<file path="config.mk">
export PLATFORM = sky130hd
export DESIGN_NAME = touch_key_scan_control
export DESIGN_NICKNAME = d
export VERILOG_FILES = /design/src/pkg/touch_key_pkg.sv /design/src/rtl/touch_key_module.sv /design/src/rtl/touch_key_scan_control.sv
export SDC_FILE = /design/constraint.sdc
export NUM_CORES = 1
export LEC_CHECK = 0
export ABC_AREA = 1
export BUFFER_PORTS_ARGS = -buffer_cell sky130_fd_sc_hd__buf_2
export CORE_MARGIN = 2
export CORE_UTILIZATION = 45
export DETAILED_ROUTE_END_ITERATION = 7
export PLACE_DENSITY = 0.74
export SYNTH_ARGS = -nofsm -noshare
export SYNTH_HDL_FRONTEND = slang
export SYNTH_SLANG_ARGS = --single-unit
</file>
<file path="constraint.sdc">
create_clock -name pclk -period 2.3 [get_ports pclk]
set_input_delay 0.23 -clock pclk [delete_from_list [all_inputs] [get_ports pclk]]
set_output_delay 0.23 -clock pclk [all_outputs]
set_load 0.005 [all_outputs]
</file>
<file path="src/pkg/touch_key_pkg.sv">
// Constants shared by the touch key scan controller and its per-module slice.
// Assumes a 32-bit APB bus with byte addresses; every register is one word.
package touch_key_pkg;

  // ---------------------------------------------------------------
  // Sizes
  // ---------------------------------------------------------------
  localparam int NUM_MODULES     = 5;
  localparam int KEYS_PER_MODULE = 4;
  localparam int ADDR_W          = 8;

  // ---------------------------------------------------------------
  // Global register byte offsets
  // ---------------------------------------------------------------
  localparam logic [7:0] OFF_TIMER_PRELOAD = 8'h00;
  localparam logic [7:0] OFF_GLOBAL_CTRL   = 8'h04;
  localparam logic [7:0] OFF_GLOBAL_CNT_LO = 8'h08;
  localparam logic [7:0] OFF_GLOBAL_CNT_HI = 8'h0C;
  localparam logic [7:0] OFF_OSC_FREQ      = 8'h10;
  localparam logic [7:0] OFF_IRQ_STATUS    = 8'h14;
  localparam logic [7:0] OFF_IRQ_MASK      = 8'h18;

  // Module n occupies a 32-byte block; paddr[7:5] = MODULE_BLOCK_BASE + n
  localparam logic [2:0] MODULE_BLOCK_BASE = 3'h2;
  localparam logic [2:0] MREG_COUNT_LO     = 3'h0;
  localparam logic [2:0] MREG_COUNT_HI     = 3'h1;
  localparam logic [2:0] MREG_REF_CAP_LO   = 3'h2;
  localparam logic [2:0] MREG_REF_CAP_HI   = 3'h3;
  localparam logic [2:0] MREG_CTRL_A       = 3'h4;
  localparam logic [2:0] MREG_CTRL_B       = 3'h5;

  // ---------------------------------------------------------------
  // Field positions
  // ---------------------------------------------------------------
  localparam int GC_SLOT_OVF_BIT = 6;
  localparam int GC_START_BIT    = 5;
  localparam int GC_CF_OVF_BIT   = 4;
  localparam int GC_REF_OVF_BIT  = 3;
  localparam int GC_SHARED_BIT   = 2;
  localparam int GC_DIV_LSB      = 0;
  localparam int CA_KEY_SEL_LSB  = 6;
  localparam int CB_SLOT_CLK_BIT = 7;
  localparam int CB_REF_EN_BIT   = 5;
  localparam int CB_KEY_EN_BIT   = 4;
  localparam int IRQ_SLOT_BIT    = 0;
  localparam int IRQ_CF_BIT      = 1;
  localparam int IRQ_REF_BIT     = 2;

  localparam logic [7:0] CTRL_B_IMPL_MASK = 8'hBF;

  // ---------------------------------------------------------------
  // Reset values and counts
  // ---------------------------------------------------------------
  localparam logic [7:0] RST_TIMER_PRELOAD = 8'h00;
  localparam logic [1:0] RST_OSC_FREQ      = 2'h3;
  localparam logic [9:0] RST_REF_CAP       = 10'h000;
  localparam logic [7:0] RST_CTRL_A        = 8'h00;
  localparam logic [7:0] RST_CTRL_B        = 8'h00;
  localparam logic [2:0] RST_IRQ_MASK      = 3'h0;
  localparam logic [4:0] SLOT_SUB_LAST     = 5'h1F;
  localparam logic [7:0] SLOT_TIMER_LAST   = 8'hFF;
  localparam logic [2:0] SYS_DIV4_MASK     = 3'h3;

endpackage

</file>
<file path="src/rtl/touch_key_module.sv">
// One touch key module: C/F counter, 5-bit slot counter, 8-bit slot timer and its registers.
// Assumes key and reference oscillator edges arrive as one-cycle ticks synchronous to pclk.
`timescale 1ns/100ps
module touch_key_module (
  input  wire logic        pclk,
  input  wire logic        presetn,
  input  wire logic        run,
  input  wire logic        self_stop,
  input  wire logic        clear,
  input  wire logic        start_pulse,
  input  wire logic [7:0]  preload,
  input  wire logic [3:0]  key_tick,
  input  wire logic        ref_tick,
  input  wire logic        div4_tick,
  input  wire logic        wr_en,
  input  wire logic [2:0]  wr_sel,
  input  wire logic [7:0]  wr_data,
  output logic      [15:0] count,
  output logic      [9:0]  ref_cap,
  output logic      [7:0]  ctrl_a,
  output logic      [7:0]  ctrl_b,
  output logic             done,
  output logic             slot_ovf,
  output logic             cf_ovf,
  output logic             key_osc_enable,
  output logic             reference_osc_enable
);

  typedef struct packed {
    logic [15:0] cf_cnt;
    logic [4:0]  sub_cnt;
    logic [7:0]  slot_tmr;
    logic        done;
    logic        slot_ovf;
    logic        cf_ovf;
    logic [9:0]  ref_cap;
    logic [7:0]  ctrl_a;
    logic [7:0]  ctrl_b;
  } mod_state_t;

  mod_state_t q;
  mod_state_t d;
  logic       active;
  logic [1:0] key_select_field;
  logic       slot_tick;
  logic [16:0] cf_sum;

  // A module halted by its own overflow only matters when it keeps its own time slot
  assign active           = run & ~(self_stop & q.done);
  assign key_select_field = q.ctrl_a[touch_key_pkg::CA_KEY_SEL_LSB +: 2];
  assign slot_tick = q.ctrl_b[touch_key_pkg::CB_SLOT_CLK_BIT] ? div4_tick :
                     (ref_tick & q.ctrl_b[touch_key_pkg::CB_REF_EN_BIT]);
  assign cf_sum    = {1'b0, q.cf_cnt} + 17'h00001;

  always_comb begin
    d          = q;
    d.slot_ovf = 1'b0;
    d.cf_ovf   = 1'b0;
    if (active && q.ctrl_b[touch_key_pkg::CB_KEY_EN_BIT] && key_tick[key_select_field]) begin
      d.cf_cnt = cf_sum[15:0];
      d.cf_ovf = cf_sum[16];
    end
    if (active && slot_tick) begin
      d.sub_cnt = q.sub_cnt + 5'h01;
      if (q.sub_cnt == touch_key_pkg::SLOT_SUB_LAST) begin
        d.slot_tmr = q.slot_tmr + 8'h01;
        if (q.slot_tmr == touch_key_pkg::SLOT_TIMER_LAST) begin
          d.done     = 1'b1;
          d.slot_ovf = 1'b1;
        end
      end
    end
    if (clear) begin
      d.cf_cnt  = 16'h0000;
      d.sub_cnt = 5'h00;
    end
    if (start_pulse) begin
      d.slot_tmr = preload;
      d.sub_cnt  = 5'h00;
      d.done     = 1'b0;
    end
    if (wr_en) begin
      case (wr_sel)
        touch_key_pkg::MREG_REF_CAP_LO: d.ref_cap[7:0] = wr_data;
        touch_key_pkg::MREG_REF_CAP_HI: d.ref_cap[9:8] = wr_data[1:0];
        touch_key_pkg::MREG_CTRL_A:     d.ctrl_a       = wr_data;
        touch_key_pkg::MREG_CTRL_B:     d.ctrl_b       = wr_data & touch_key_pkg::CTRL_B_IMPL_MASK;
        default:                        d.ctrl_a       = q.ctrl_a;
      endcase
    end
  end

  always_ff @(posedge pclk or negedge presetn) begin
    if (!presetn) begin
      q <= '{cf_cnt: 16'h0000, sub_cnt: 5'h00, slot_tmr: 8'h00, done: 1'b0,
             slot_ovf: 1'b0, cf_ovf: 1'b0, ref_cap: touch_key_pkg::RST_REF_CAP,
             ctrl_a: touch_key_pkg::RST_CTRL_A, ctrl_b: touch_key_pkg::RST_CTRL_B};
    end else begin
      q <= d;
    end
  end

  assign count                = q.cf_cnt;
  assign ref_cap              = q.ref_cap;
  assign ctrl_a               = q.ctrl_a;
  assign ctrl_b               = q.ctrl_b;
  assign done                 = q.done;
  assign slot_ovf             = q.slot_ovf;
  assign cf_ovf               = q.cf_ovf;
  // Oscillators run only while this module is counting
  assign key_osc_enable       = active & q.ctrl_b[touch_key_pkg::CB_KEY_EN_BIT];
  assign reference_osc_enable = active & q.ctrl_b[touch_key_pkg::CB_REF_EN_BIT];

endmodule

</file>
<file path="src/rtl/touch_key_scan_control.sv">
// Shared control of the capacitive touch key scanner: APB registers, start/stop,
// reference counter with clock divider, overflow flags and the interrupt line.
// Assumes oscillator ticks are synchronous one-cycle pulses on pclk (40 MHz).
//
// How it works
// - Slot overflow comes after (256 minus preload) times 32 slot clocks.
// - Slot overflow flag reads 0 before and 1 after a slot overflow.
// - Selected slot overflow (module 0, or every module) raises the touch interrupt request.
// - That overflow stops all oscillators and switches off all detection counters.
// - Start bit at zero clears C/F counters, 16-bit counter and 5-bit slot counters.
// - The 8-bit slot timer preload survives the start bit going to zero.
// - Start bit rising turns counters on and gates oscillator clocks into them.
// - C/F counter overflow sets a sticky flag held until software clears it.
// - 16-bit counter overflow sets a sticky flag held until software clears it.
// - Shared-slot bit 0 uses own slot counters, 1 uses module 0's.
// - Divider field 00/01/10/11 clocks the 16-bit counter at sys/1, /2, /4, /8.
// - Five identical per-module register sets, modules 0 to 4.
// - Global control top bit reads zero; slot timer preload is RW, resets zero.
// - Oscillator frequency field 00..11 picks 500 to 2000 kHz, resets to 11.
// - Each module's key select field routes one of four keys to measurement.
// - Separate reference and key oscillator enables per module, 1 enables.
`timescale 1ns/100ps
module touch_key_scan_control (
  input  wire logic        pclk,
  input  wire logic        presetn,
  input  wire logic        psel,
  input  wire logic        penable,
  input  wire logic        pwrite,
  input  wire logic [7:0]  paddr,
  input  wire logic [31:0] pwdata,
  output logic      [31:0] prdata,
  output logic             pready,
  output logic             pslverr,
  input  wire logic [19:0] key_tick,
  input  wire logic [4:0]  ref_tick,
  output logic      [4:0]  key_osc_enable,
  output logic      [4:0]  reference_osc_enable,
  output logic      [9:0]  key_select_field,
  output logic      [1:0]  touch_osc_frequency_field,
  output logic      [49:0] ref_cap_trim,
  output logic             touch_interrupt_request,
  output logic             irq
);

  localparam int N = touch_key_pkg::NUM_MODULES;

  // ---------------------------------------------------------------
  // State
  // ---------------------------------------------------------------
  typedef struct packed {
    logic [7:0]  preload;
    logic        slot_ovf_flag;
    logic        start;
    logic        cf_ovf_flag;
    logic        ref_ovf_flag;
    logic        shared_slot;
    logic [1:0]  div_sel;
    logic [1:0]  osc_freq;
    logic [15:0] ref_cnt;
    logic [2:0]  prescale;
    logic        run;
    logic        start_pulse;
    logic [2:0]  irq_status;
    logic [2:0]  irq_mask;
    logic [31:0] rdata;
  } ctl_state_t;

  ctl_state_t q;
  ctl_state_t d;

  // ---------------------------------------------------------------
  // Per-module wiring
  // ---------------------------------------------------------------
  logic [15:0] m_count [N];
  logic [9:0]  m_ref_cap [N];
  logic [7:0]  m_ctrl_a [N];
  logic [7:0]  m_ctrl_b [N];
  logic [N-1:0] m_done;
  logic [N-1:0] m_slot_ovf;
  logic [N-1:0] m_cf_ovf;
  logic [N-1:0] m_wr_en;

  // ---------------------------------------------------------------
  // APB decode
  // ---------------------------------------------------------------
  logic        setup_phase;
  logic        access_phase;
  logic        wr_fire;
  logic        in_module_space;
  logic [2:0]  mod_idx;
  logic [2:0]  mreg_sel;
  logic        mapped;
  logic [7:0]  wbyte;

  assign setup_phase     = psel & ~penable;
  assign access_phase    = psel & penable;
  assign in_module_space = (paddr[7:5] >= touch_key_pkg::MODULE_BLOCK_BASE) &&
                           (paddr[7:5] < touch_key_pkg::MODULE_BLOCK_BASE + 3'(N));
  assign mod_idx         = paddr[7:5] - touch_key_pkg::MODULE_BLOCK_BASE;
  assign mreg_sel        = paddr[4:2];
  assign wbyte           = pwdata[7:0];

  always_comb begin
    mapped = 1'b0;
    if (paddr[1:0] == 2'h0) begin
      if (in_module_space) begin
        mapped = (mreg_sel <= touch_key_pkg::MREG_CTRL_B);
      end else begin
        case (paddr)
          touch_key_pkg::OFF_TIMER_PRELOAD,
          touch_key_pkg::OFF_GLOBAL_CTRL,
          touch_key_pkg::OFF_GLOBAL_CNT_LO,
          touch_key_pkg::OFF_GLOBAL_CNT_HI,
          touch_key_pkg::OFF_OSC_FREQ,
          touch_key_pkg::OFF_IRQ_STATUS,
          touch_key_pkg::OFF_IRQ_MASK: mapped = 1'b1;
          default:                     mapped = 1'b0;
        endcase
      end
    end
  end

  // Zero wait states: read data is captured in the setup cycle so prdata comes from flops
  assign pready  = access_phase;
  assign pslverr = access_phase & ~mapped;
  assign wr_fire = access_phase & pwrite & mapped;

  always_comb begin
    for (int i = 0; i < N; i++) begin
      m_wr_en[i] = wr_fire && in_module_space && (mod_idx == 3'(i));
    end
  end

  // ---------------------------------------------------------------
  // Read mux
  // ---------------------------------------------------------------
  logic [7:0] rd_byte;
  logic [7:0] gctrl_view;

  assign gctrl_view = {1'b0, q.slot_ovf_flag, q.start, q.cf_ovf_flag,
                       q.ref_ovf_flag, q.shared_slot, q.div_sel};

  always_comb begin
    rd_byte = 8'h00;
    if (in_module_space) begin
      case (mreg_sel)
        touch_key_pkg::MREG_COUNT_LO:   rd_byte = m_count[mod_idx][7:0];
        touch_key_pkg::MREG_COUNT_HI:   rd_byte = m_count[mod_idx][15:8];
        touch_key_pkg::MREG_REF_CAP_LO: rd_byte = m_ref_cap[mod_idx][7:0];
        touch_key_pkg::MREG_REF_CAP_HI: rd_byte = {6'h00, m_ref_cap[mod_idx][9:8]};
        touch_key_pkg::MREG_CTRL_A:     rd_byte = m_ctrl_a[mod_idx];
        touch_key_pkg::MREG_CTRL_B:     rd_byte = m_ctrl_b[mod_idx];
        default:                        rd_byte = 8'h00;
      endcase
    end else begin
      case (paddr)
        touch_key_pkg::OFF_TIMER_PRELOAD: rd_byte = q.preload;
        touch_key_pkg::OFF_GLOBAL_CTRL:   rd_byte = gctrl_view;
        touch_key_pkg::OFF_GLOBAL_CNT_LO: rd_byte = q.ref_cnt[7:0];
        touch_key_pkg::OFF_GLOBAL_CNT_HI: rd_byte = q.ref_cnt[15:8];
        touch_key_pkg::OFF_OSC_FREQ:      rd_byte = {6'h00, q.osc_freq};
        touch_key_pkg::OFF_IRQ_STATUS:    rd_byte = {5'h00, q.irq_status};
        touch_key_pkg::OFF_IRQ_MASK:      rd_byte = {5'h00, q.irq_mask};
        default:                          rd_byte = 8'h00;
      endcase
    end
  end

  // ---------------------------------------------------------------
  // Timing ticks
  // ---------------------------------------------------------------
  logic [2:0]  div_mask;
  logic        ref_tick_div;
  logic        div4_tick;
  logic [16:0] ref_sum;
  logic        slot_stop;
  logic        any_cf_ovf;

  always_comb begin
    case (q.div_sel)
      2'h0:    div_mask = 3'h0;
      2'h1:    div_mask = 3'h1;
      2'h2:    div_mask = 3'h3;
      2'h3:    div_mask = 3'h7;
      default: div_mask = 3'h0;
    endcase
  end

  assign ref_tick_div = ((q.prescale & div_mask) == div_mask);
  assign div4_tick    = ((q.prescale & touch_key_pkg::SYS_DIV4_MASK) == touch_key_pkg::SYS_DIV4_MASK);
  assign ref_sum      = {1'b0, q.ref_cnt} + 17'h00001;
  // Shared mode waits on module 0 alone, otherwise on every module's own counter
  assign slot_stop    = q.run & (q.shared_slot ? m_slot_ovf[0] :
                                 (&(m_done | m_slot_ovf)) & (|m_slot_ovf));
  assign any_cf_ovf   = |m_cf_ovf;

  // ---------------------------------------------------------------
  // Next state
  // ---------------------------------------------------------------
  logic start_rise;
  logic gc_write;
  logic ref_ovf_now;

  assign gc_write    = wr_fire && !in_module_space && (paddr == touch_key_pkg::OFF_GLOBAL_CTRL);
  assign start_rise  = gc_write && wbyte[touch_key_pkg::GC_START_BIT] && !q.start;
  assign ref_ovf_now = q.run && ref_tick_div && ref_sum[16];

  always_comb begin
    d             = q;
    d.start_pulse = 1'b0;
    d.prescale    = q.prescale + 3'h1;
    if (setup_phase) begin
      d.rdata = {24'h000000, rd_byte};
    end

    // Software writes; a global control flag is cleared by writing zero, an interrupt status bit by writing one
    if (wr_fire && !in_module_space) begin
      case (paddr)
        touch_key_pkg::OFF_TIMER_PRELOAD: d.preload = wbyte;
        touch_key_pkg::OFF_GLOBAL_CTRL: begin
          d.start       = wbyte[touch_key_pkg::GC_START_BIT];
          d.shared_slot = wbyte[touch_key_pkg::GC_SHARED_BIT];
          d.div_sel     = wbyte[touch_key_pkg::GC_DIV_LSB +: 2];
          d.slot_ovf_flag = q.slot_ovf_flag & wbyte[touch_key_pkg::GC_SLOT_OVF_BIT];
          d.cf_ovf_flag   = q.cf_ovf_flag & wbyte[touch_key_pkg::GC_CF_OVF_BIT];
          d.ref_ovf_flag  = q.ref_ovf_flag & wbyte[touch_key_pkg::GC_REF_OVF_BIT];
        end
        touch_key_pkg::OFF_OSC_FREQ:   d.osc_freq   = wbyte[1:0];
        touch_key_pkg::OFF_IRQ_STATUS: d.irq_status = q.irq_status & ~wbyte[2:0];
        touch_key_pkg::OFF_IRQ_MASK:   d.irq_mask   = wbyte[2:0];
        default:                       d.preload    = q.preload;
      endcase
    end

    if (start_rise) begin
      d.run         = 1'b1;
      d.start_pulse = 1'b1;
    end
    // Stopped means stopped: oscillators must not keep running with the start bit low
    if (gc_write && !wbyte[touch_key_pkg::GC_START_BIT]) d.run = 1'b0;

    if (q.run && ref_tick_div) begin
      d.ref_cnt = ref_sum[15:0];
    end
    if (!q.start) begin
      d.ref_cnt = 16'h0000;
    end

    // Hardware sets are applied last so a same-cycle clear never loses an event
    if (slot_stop) begin
      d.run           = 1'b0;
      d.slot_ovf_flag = 1'b1;
      d.irq_status[touch_key_pkg::IRQ_SLOT_BIT] = 1'b1;
    end
    if (any_cf_ovf) begin
      d.cf_ovf_flag = 1'b1;
      d.irq_status[touch_key_pkg::IRQ_CF_BIT] = 1'b1;
    end
    if (ref_ovf_now) begin
      d.ref_ovf_flag = 1'b1;
      d.irq_status[touch_key_pkg::IRQ_REF_BIT] = 1'b1;
    end
  end

  always_ff @(posedge pclk or negedge presetn) begin
    if (!presetn) begin
      q <= '{preload: touch_key_pkg::RST_TIMER_PRELOAD, slot_ovf_flag: 1'b0, start: 1'b0,
             cf_ovf_flag: 1'b0, ref_ovf_flag: 1'b0, shared_slot: 1'b0, div_sel: 2'h0,
             osc_freq: touch_key_pkg::RST_OSC_FREQ, ref_cnt: 16'h0000, prescale: 3'h0,
             run: 1'b0, start_pulse: 1'b0, irq_status: 3'h0,
             irq_mask: touch_key_pkg::RST_IRQ_MASK, rdata: 32'h00000000};
    end else begin
      q <= d;
    end
  end

  // ---------------------------------------------------------------
  // Module slices
  // ---------------------------------------------------------------
  // The preload register is never touched by the start bit; each slice copies it on start
  for (genvar g = 0; g < N; g++) begin : g_mod
    touch_key_module u_mod (
      .pclk                 (pclk),
      .presetn              (presetn),
      .run                  (q.run),
      .self_stop            (~q.shared_slot),
      .clear                (~q.start),
      .start_pulse          (q.start_pulse),
      .preload              (q.preload),
      .key_tick             (key_tick[4*g +: 4]),
      .ref_tick             (ref_tick[g]),
      .div4_tick            (div4_tick),
      .wr_en                (m_wr_en[g]),
      .wr_sel               (mreg_sel),
      .wr_data              (wbyte),
      .count                (m_count[g]),
      .ref_cap              (m_ref_cap[g]),
      .ctrl_a               (m_ctrl_a[g]),
      .ctrl_b               (m_ctrl_b[g]),
      .done                 (m_done[g]),
      .slot_ovf             (m_slot_ovf[g]),
      .cf_ovf               (m_cf_ovf[g]),
      .key_osc_enable       (key_osc_enable[g]),
      .reference_osc_enable (reference_osc_enable[g])
    );
    assign key_select_field[2*g +: 2] = m_ctrl_a[g][touch_key_pkg::CA_KEY_SEL_LSB +: 2];
    assign ref_cap_trim[10*g +: 10]   = m_ref_cap[g];
  end

  // ---------------------------------------------------------------
  // Outputs
  // ---------------------------------------------------------------
  assign prdata                    = q.rdata;
  assign touch_osc_frequency_field = q.osc_freq;
  assign touch_interrupt_request   = q.irq_status[touch_key_pkg::IRQ_SLOT_BIT];
  assign irq                       = |(q.irq_status & q.irq_mask);

endmodule

</file>
==> results of run 1 <==
[cells in the mapped netlist, types with 3 or more instances]
cell | number | area share
o21ai_0 | 182 | 0.047
or2_2 | 10 | 0.0032
xnor2_1 | 5 | 0.0023
o31ai_1 | 11 | 0.0043
a21oi_1 | 93 | 0.024
buf_2 | 16 | 0.0042
inv_1 | 226 | 0.044
nand4_1 | 82 | 0.027
buf_1 | 14 | 0.0027
nor2_4 | 3 | 0.0018
o221ai_1 | 3 | 0.0014
buf_6 | 3 | 0.0018
nand3b_1 | 11 | 0.0043
buf_4 | 104 | 0.040
nor4_1 | 9 | 0.0029
nand2_2 | 4 | 0.0013
dfrtp_1 | 335 | 0.43
ha_1 | 24 | 0.016
nand3_1 | 132 | 0.034
xor2_1 | 34 | 0.015
o21bai_1 | 3 | 0.0012
o22ai_1 | 3 | 0.00097
inv_2 | 3 | 0.00058
a31oi_1 | 3 | 0.00097
o21a_1 | 3 | 0.0012
nor2_1 | 188 | 0.037
clkinv_1 | 3 | 0.00058
o211ai_1 | 4 | 0.0016
o21ai_1 | 72 | 0.019
nand4_2 | 3 | 0.0019
nand3_2 | 8 | 0.0042
nand2_1 | 921 | 0.18
nor3_1 | 52 | 0.013
clkbuf_1 | 58 | 0.011
a211oi_1 | 3 | 0.0012
nor2_2 | 3 | 0.00097
nor3b_1 | 4 | 0.0016
[power breakdown]
| group | internal [W] | total [W] | leakage (nW) | switching (W) |
|---|---|---|---|---|
| sequential | 0.00597 | 0.00600 | 4.39 | 0.0000299 |
| combinational | 0.000181 | 0.000705 | 5.81 | 0.000524 |
| clock | 0.00370 | 0.00612 | 0.609 | 0.00241 |
| total | 0.00985 | 0.0128 | 10.8 | 0.00297 |
[worst max-delay path: stages, from the launching register on]
cell and delay [ns]:
dfrtp_1 0.39, ha_1 0.26, inv_1 0.12, o21ai_0 0.18, nand2_1 0.17, inv_1 0.24
nand2_1 0.15, nor2_1 0.35, nand3b_1 0.12, nand3_1 0.08
[worst max path at each step]
stage	cells after the start	slack, ns	endpoint
floorplan	14	0.08	g_mod[2].u_mod.ctrl_b[5]$_DFFE_PN0P_
global placement	12	0.11	g_mod[1].u_mod.ctrl_a[7]$_DFFE_PN0P_
detailed placement	12	0.02	g_mod[0].u_mod.ref_cap[1]$_DFFE_PN0P_
CTS	9	0.16	g_mod[2].u_mod.q[35]$_DFFE_PN0P_
global route	9	0.007	g_mod[0].u_mod.q[30]$_DFFE_PN0P_
finish	9	0.17	g_mod[0].u_mod.q[32]$_DFFE_PN0P_
[repair_timing]
action	CTS	global route
hold endpoints to repair	63	0
endpoints found under the setup margin	0	8
resized for setup	0	2
hold buffers	5	0
[through the flow]
stage	worst slack (ns)	hold WS, ns	total power [W]	util	cells
after CTS	0.165	0.00112	0.0129	0.510	3292
after global placement	0.107	0.224	0.00678	0.479	3222
after floorplan	0.0822	-0.0656	0.00645	-	2677
after detailed placement	0.0228	0.223	0.00679	0.479	3222
after global routing	0.00731	0.0228	0.0132	0.510	3294
final	0.168	0.0143	0.0128	0.510	3295
[kinds of logic (layout without fill, tap and decap cells)]
kind of cell    count (synthesis)  in the layout
flops                         337            337
compound gates                386            386
simple gates                 1439           1439
fa+ha+maj                      24             24
other cells                     1             27
xor+xnor                       39             39
buf+inv                       428            504
[sequential cells by signal, summed over array words and instances, names as in the netlist, 5 cells and up]
register              cells
g_mod.u_mod.cf_ovf        5
g_mod.u_mod.count        80
g_mod.u_mod.ctrl_a       40
g_mod.u_mod.ctrl_b       35
g_mod.u_mod.done          5
g_mod.u_mod.q            65
g_mod.u_mod.ref_cap      50
g_mod.u_mod.slot_ovf      5
gctrl_view                7
prdata                    8
q                        34
[routing by layer]
metal / vias up / track usage
met5: - / 0
met4: 2 / 0.0935
met3: 129 / 0.0406
met2: 810 / 0.400
met1: 8616 / 0.355
li1: 8626 / -
[layout make-up]
| type | count | area share |
|---|---|---|
| Antenna cell | 3 | 0.000349 |
| Clock buffer | 56 | 0.0522 |
| Clock inverter | 9 | 0.00571 |
| Inverter | 232 | 0.0405 |
| Multi-Input combinational cell | 1912 | 0.414 |
| Sequential cell | 337 | 0.393 |
| Tap cell | 539 | 0.0314 |
| Timing Repair Buffer | 207 | 0.0630 |
==> impl_metrics.csv, run 1 <==
group,metric,value,unit
status,outcome,"complete, no violations",
sta,slew_violations,0,
sta,fin_worst_skew,0.0205,ns
flow_run,max_cap_violations,0,
placement,dpl_cell_area,20200,um2
cts,postCtsSetupBuffers,0,
pwr,power_density,597,nW/um2
final_layout,nNetsFinal,2822,
critical_path,r2r-start,"q[40]$_DFF_PN0_",
sta,rsz0062_at_grt,"false",
floorplanning,core,42100,um2
synth,synth_edf_count,0,
route,highest_layer,"met5",
sta,fin_crit,2.13,ns
synth,synth_compound_area_frac,0.105,
synth,syn_inst,2654,
sta,maxSlewHeadroom,0.184,
grt,grt_use_total,0.254,
critical_path,rr_worst_depth,9,
synth,muxShareOfSynthArea,0,
route,vias,18200,
cts,clockBufferDepth,3,
cts,cts_root_buf,"clkbuf_16",
route,wl_met3,4690,um
synth,synthSimpleGateAreaFrac,0.318,
final_layout,final_cell_mix,"nand2_1, dfrtp_1, inv_1",
worst_hold_path,hold_end,"g_mod[1].u_mod.ctrl_b[1]$_DFFE_PN0P_",
synth,ys_warn_count,0,
final_layout,syn_to_final_growth,11.4,%
sta,hold_viol_final,0,
synth,yosys_register_bits,337,
synth,synthFlopType,"dfrtp_1",
critical_path,startpoint_type,"flip-flop",
floorplanning,dieArea,44600,um2
floorplanning,initial_core_util,0.458,
sta,period_share,0.927,
worst_hold_path,min_path_type,"in2reg",
cts,insertion_delay,0.54,ns
floorplanning,fp.dieH,211,um
critical_path,reg2reg_to,"g_mod[0].u_mod.q[32]$_DFFE_PN0P_",
critical_path,arrival,2.59,ns
synth,post_synth_instance_area,19300,um2
route,routedLengthMet1,24100,um
cts,cts_buffers,38,
critical_path,crit_type,"reg2reg",
floorplanning,die_x,211,um
critical_path,required,2.76,ns
critical_path,cp-end-kind,"flip-flop",
cts,cts.clk_slew.worst_paths,0.06,ns
placement,gp_congestion,0.949,
sta,finalSetupViolCount,0,
placement,dp_hpwl,40800,um
final_layout,final_area,21500,um2
synth,synth_top_family_by_area,"simple AND/OR/NAND/NOR gates",
worst_hold_path,hold_start,"pwdata[1]",
pwr,ir_drop,0.462,mV
grt,globalRouteOverflowTotal,0,
route,dr_wl_met2,25400,um
synth,synth_adder_area_share,0.0156,
route,finalWirelength,56100,um
sta,fmax,469,MHz
grt,antenna_found_initial,3,
final_layout,regArea,8440,um2
synth,synth_xor_area_frac,0.0177,
final_layout,fill_cells,3941,
final_layout,multi_input_area,8900,um2
synth,syn_area_per_cell,7.27,um2
final_layout,drive_above_1_share,0.110,
final_layout,final_common_cell,"nand2_1",
grt,grt_max_degree,83,
grt,grt_pass1_wl,90400,um
floorplanning,boundaryPins,178,
placement,port_buffers,129,
route,vias_per_cell,5.52,
synth,synth_cell_type_count,51,
route,drtAntennaViolNets,0,
critical_path,cp-startpoint,"q[40]$_DFF_PN0_",
pwr,leakage,10.8,nW
route,avgRoutedWirePerCell,17.0,um
sta,worst_slew_pin_slew,1.22,ns
cts,clock_sinks,337,
floorplanning,rows,75,
route,drc_errors,0,
route,dr.first_iter.drc_count,1596,
worst_hold_path,holdPathStages,3,
cts,cts_tree,"yes",
cts,htreeDepth,2,
sta,fin_setup_tns,0,ns
synth,async_reset_ff_frac,1.00,
synth,seq_area_frac_synth,0.437,
critical_path,path_max_fanout,6,
critical_path,reg2reg_slack,0.17,ns
route,dr.pass1.iters,6,
grt,grt_pass1_vias,17200,
Note: power is estimated with default switching activity, not from simulation.
==> inputs of run 2 (changes only) <==
Settings changed: SYNTH_HIERARCHICAL set to 1.
==> run 2 against run 1 <==
Clock skew up 0.0065 ns. Flip-flop and latch count did not move. Combinational power up 9.2%. First-iteration DRC count grew 18%. Worst hold slack gained 0.038 ns. Global-route usage decreased by 1.6 points. Synthesized area increased by 17%. Cell area up 11%. Largest power group unchanged.
==> impl_metrics.csv, run 2 <==
group,metric,value,unit
critical_path,crit_type,"reg2out",
cts,cts_root_buf,"clkbuf_16",
synth,synth_cell_type_count,50,
grt,globalRouteOverflowTotal,0,
cts,cts_buffers,39,
final_layout,final_cell_mix,"nand2_1, inv_1, dfrtp_1",
pwr,p_int,0.0100,W
route,drc_errors,0,
pwr,ir_drop,0.582,mV
route,drtAntennaViolNets,0,
worst_hold_path,min_path_type,"in2reg",
final_layout,utilization,0.480,
floorplanning,boundaryPins,178,
sta,fin_setup_tns,0,ns
critical_path,cp-end-kind,"output port",
floorplanning,initial_core_util,0.453,
pwr,power_frac_comb,0.058,
route,vias_per_cell,5.14,
placement,pre_cts_ws,-0.119,ns
synth,synth_top_area_share,0.372,
synth,synth_area_leaders,"dfrtp_1, nand2_1, buf_4",
floorplanning,rows,82,
synth,syn_area_per_cell,6.95,um2
placement,port_buffers,129,
route,dr.pass1.iters,6,
cts,clockBufferDepth,3,
flow_run,max_cap_violations,0,
critical_path,startpoint_type,"flip-flop",
synth,synth_common_cells,"nand2_1, inv_1, dfrtp_1",
final_layout,drive_above_1_share,0.147,
grt,grt_pass1_wl,99200,um
sta,fin_hold_ws,0.0520,ns
final_layout,syn_to_final_growth,5.98,%
pwr,seqPwrFrac,0.454,
cts,cts.clk_slew.worst_paths,0.07,ns
cts,insertion_delay,0.57,ns
critical_path,path_max_fanout,8,
route,vias,19900,
sta,maxSlewHeadroom,0.400,
final_layout,nNetsFinal,3275,
pwr,p_clk_frac,0.488,
sta,rsz0062_at_grt,"false",
synth,yosysMostFrequentCell,"nand2_1",
grt,grt_use_total,0.239,
sta,finalSetupViolCount,0,
sta,setup_slack,0.224,ns
grt,grt_pass1_vias,18400,
synth,synth_edf_count,0,
floorplanning,die_x,228,um
floorplanning,dieArea,51900,um2
floorplanning,fp.dieH,228,um
synth,async_reset_ff_frac,1.00,
critical_path,arrival,1.85,ns
synth,yosys_register_bits,337,
route,dr.first_iter.drc_count,1878,
placement,gp_congestion,0.934,
route,finalWirelength,62200,um
cts,cts_tree,"yes",
sta,hold_viol_final,0,
synth,yosys.area.top_type,"dfrtp_1",
status,outcome,"complete, no violations",
route,avgRoutedWirePerCell,16.0,um
sta,slew_violations,0,
synth,syn_inst,3244,
cts,clock_sinks,337,
synth,post_synth_instance_area,22500,um2
sta,period_share,0.903,
final_layout,final_common_cell,"nand2_1",
synth,synthFlopType,"dfrtp_1",
pwr,leakage,12.8,nW
grt,antenna_found_initial,0,
critical_path,required,2.07,ns
pwr,power_density,556,nW/um2
synth,seq_area_frac_synth,0.374,
sta,fin_crit,2.08,ns
floorplanning,core,49800,um2
sta,worst_slew_pin_slew,0.898,ns
pwr,p_switching,0.00326,W
cts,htreeDepth,2,
synth,ys_warn_count,6,
sta,fin_worst_skew,0.0270,ns
grt,grt_max_degree,75,
final_layout,largest_reg_flops,80,
placement,dp_hpwl,46300,um
pwr,swShare,0.245,
sta,fmax,482,MHz
[run 2: final cells by class]
class                      count  area, um2
multi-input combinational   2238      10600
fill                        4883      25900
inverter                     367       1400
clock buffer                  50       1090
sequential                   337       8440
timing repair buffer         192       1260
tap                          672        841
antenna                        1       2.50
clock inverter                21        246
[run 2: metal layers]
metal	up-vias	part of all wire	GRT usage	wire (um)
met1	9222	0.41	0.302	25300
met3	176	0.079	0.0474	4900
li1	9868	-	-	-
met2	650	0.46	0.387	28600
met4	0	0.054	0.125	3360
met5	-	0	0	0
[run 2: path summary, 6_finish.rpt]
| path | cells past startpoint | end | start | slack (ns) |
|---|---|---|---|---|
| setup / recovery | 7 | key_osc_enable[0] | gctrl_view[2]$_DFFE_PN0N_ | 0.22 |
| hold reg to reg | 1 | q[42]$_DFF_PN0_ | q[42]$_DFF_PN0_ | 0.47 |
| max in group asynchronous | 3 | g_mod[0].u_mod/count[0]$_DFFE_PN0P_ | presetn | 1.29 |
| min in group asynchronous | 2 | g_mod[3].u_mod/q[36]$_DFFE_PN0P_ | presetn | 0.23 |
| hold / removal | 3 | q[38]$_DFF_PN0_ | pwdata[5] | 0.05 |
| setup reg to reg | 10 | g_mod[4].u_mod/q[29]$_DFFE_PN0P_ | g_mod[4].u_mod/q[37]$_DFFE_PN0P_ | 0.42 |
[run 2: logic make-up (layout without fill, tap and decap cells)]
kind of cell / Yosys count / in the layout / share of synthesized area
adders and majority gates: 30 / 30 / 0.0167
other: 6 / 30 / 0.000999
AOI/OAI and AO/OA: 325 / 325 / 0.0832
buffers and inverters: 692 / 630 / 0.164
and+or+nand+nor: 1842 / 1842 / 0.357
xor gates and xnor gates: 12 / 12 / 0.00466
DFF: 337 / 337 / 0.374
[run 2: critical path, cell delays in order (launching register included)]
cell     delay, ns
dfrtp_1       0.39
inv_1         0.24
nand2_1       0.09
nand2_1       0.09
inv_2         0.09
nand2_2       0.19
inv_2         0.06
buf_2         0.13
[run 2: timing repair]
action                    CTS  global route
buffers inserted            0             0
resized for setup           0             0
hold buffers                1             0
hold endpoints to repair   64             0
[run 2: through the flow]
step,instances,power (W),area (um2)
2_1_floorplan,3267,0.00659,22900
3_3_place_gp,3805,0.00689,22500
3_5_place_dp,3805,0.00690,22500
4_1_cts,3877,0.0134,23900
5_1_grt,3877,0.0137,23900
6_report,3878,0.0133,23900
[run 2: power groups by stage]
stage | sequential, W | clock, W | combinational (W)
after global placement | 0.00613 | 0 | 0.000761
after CTS | 0.00602 | 0.00658 | 0.000772
after floorplan | 0.00611 | 0 | 0.000474
after detailed placement | 0.00613 | 0 | 0.000767
final | 0.00602 | 0.00648 | 0.000770
after global routing | 0.00603 | 0.00683 | 0.000857
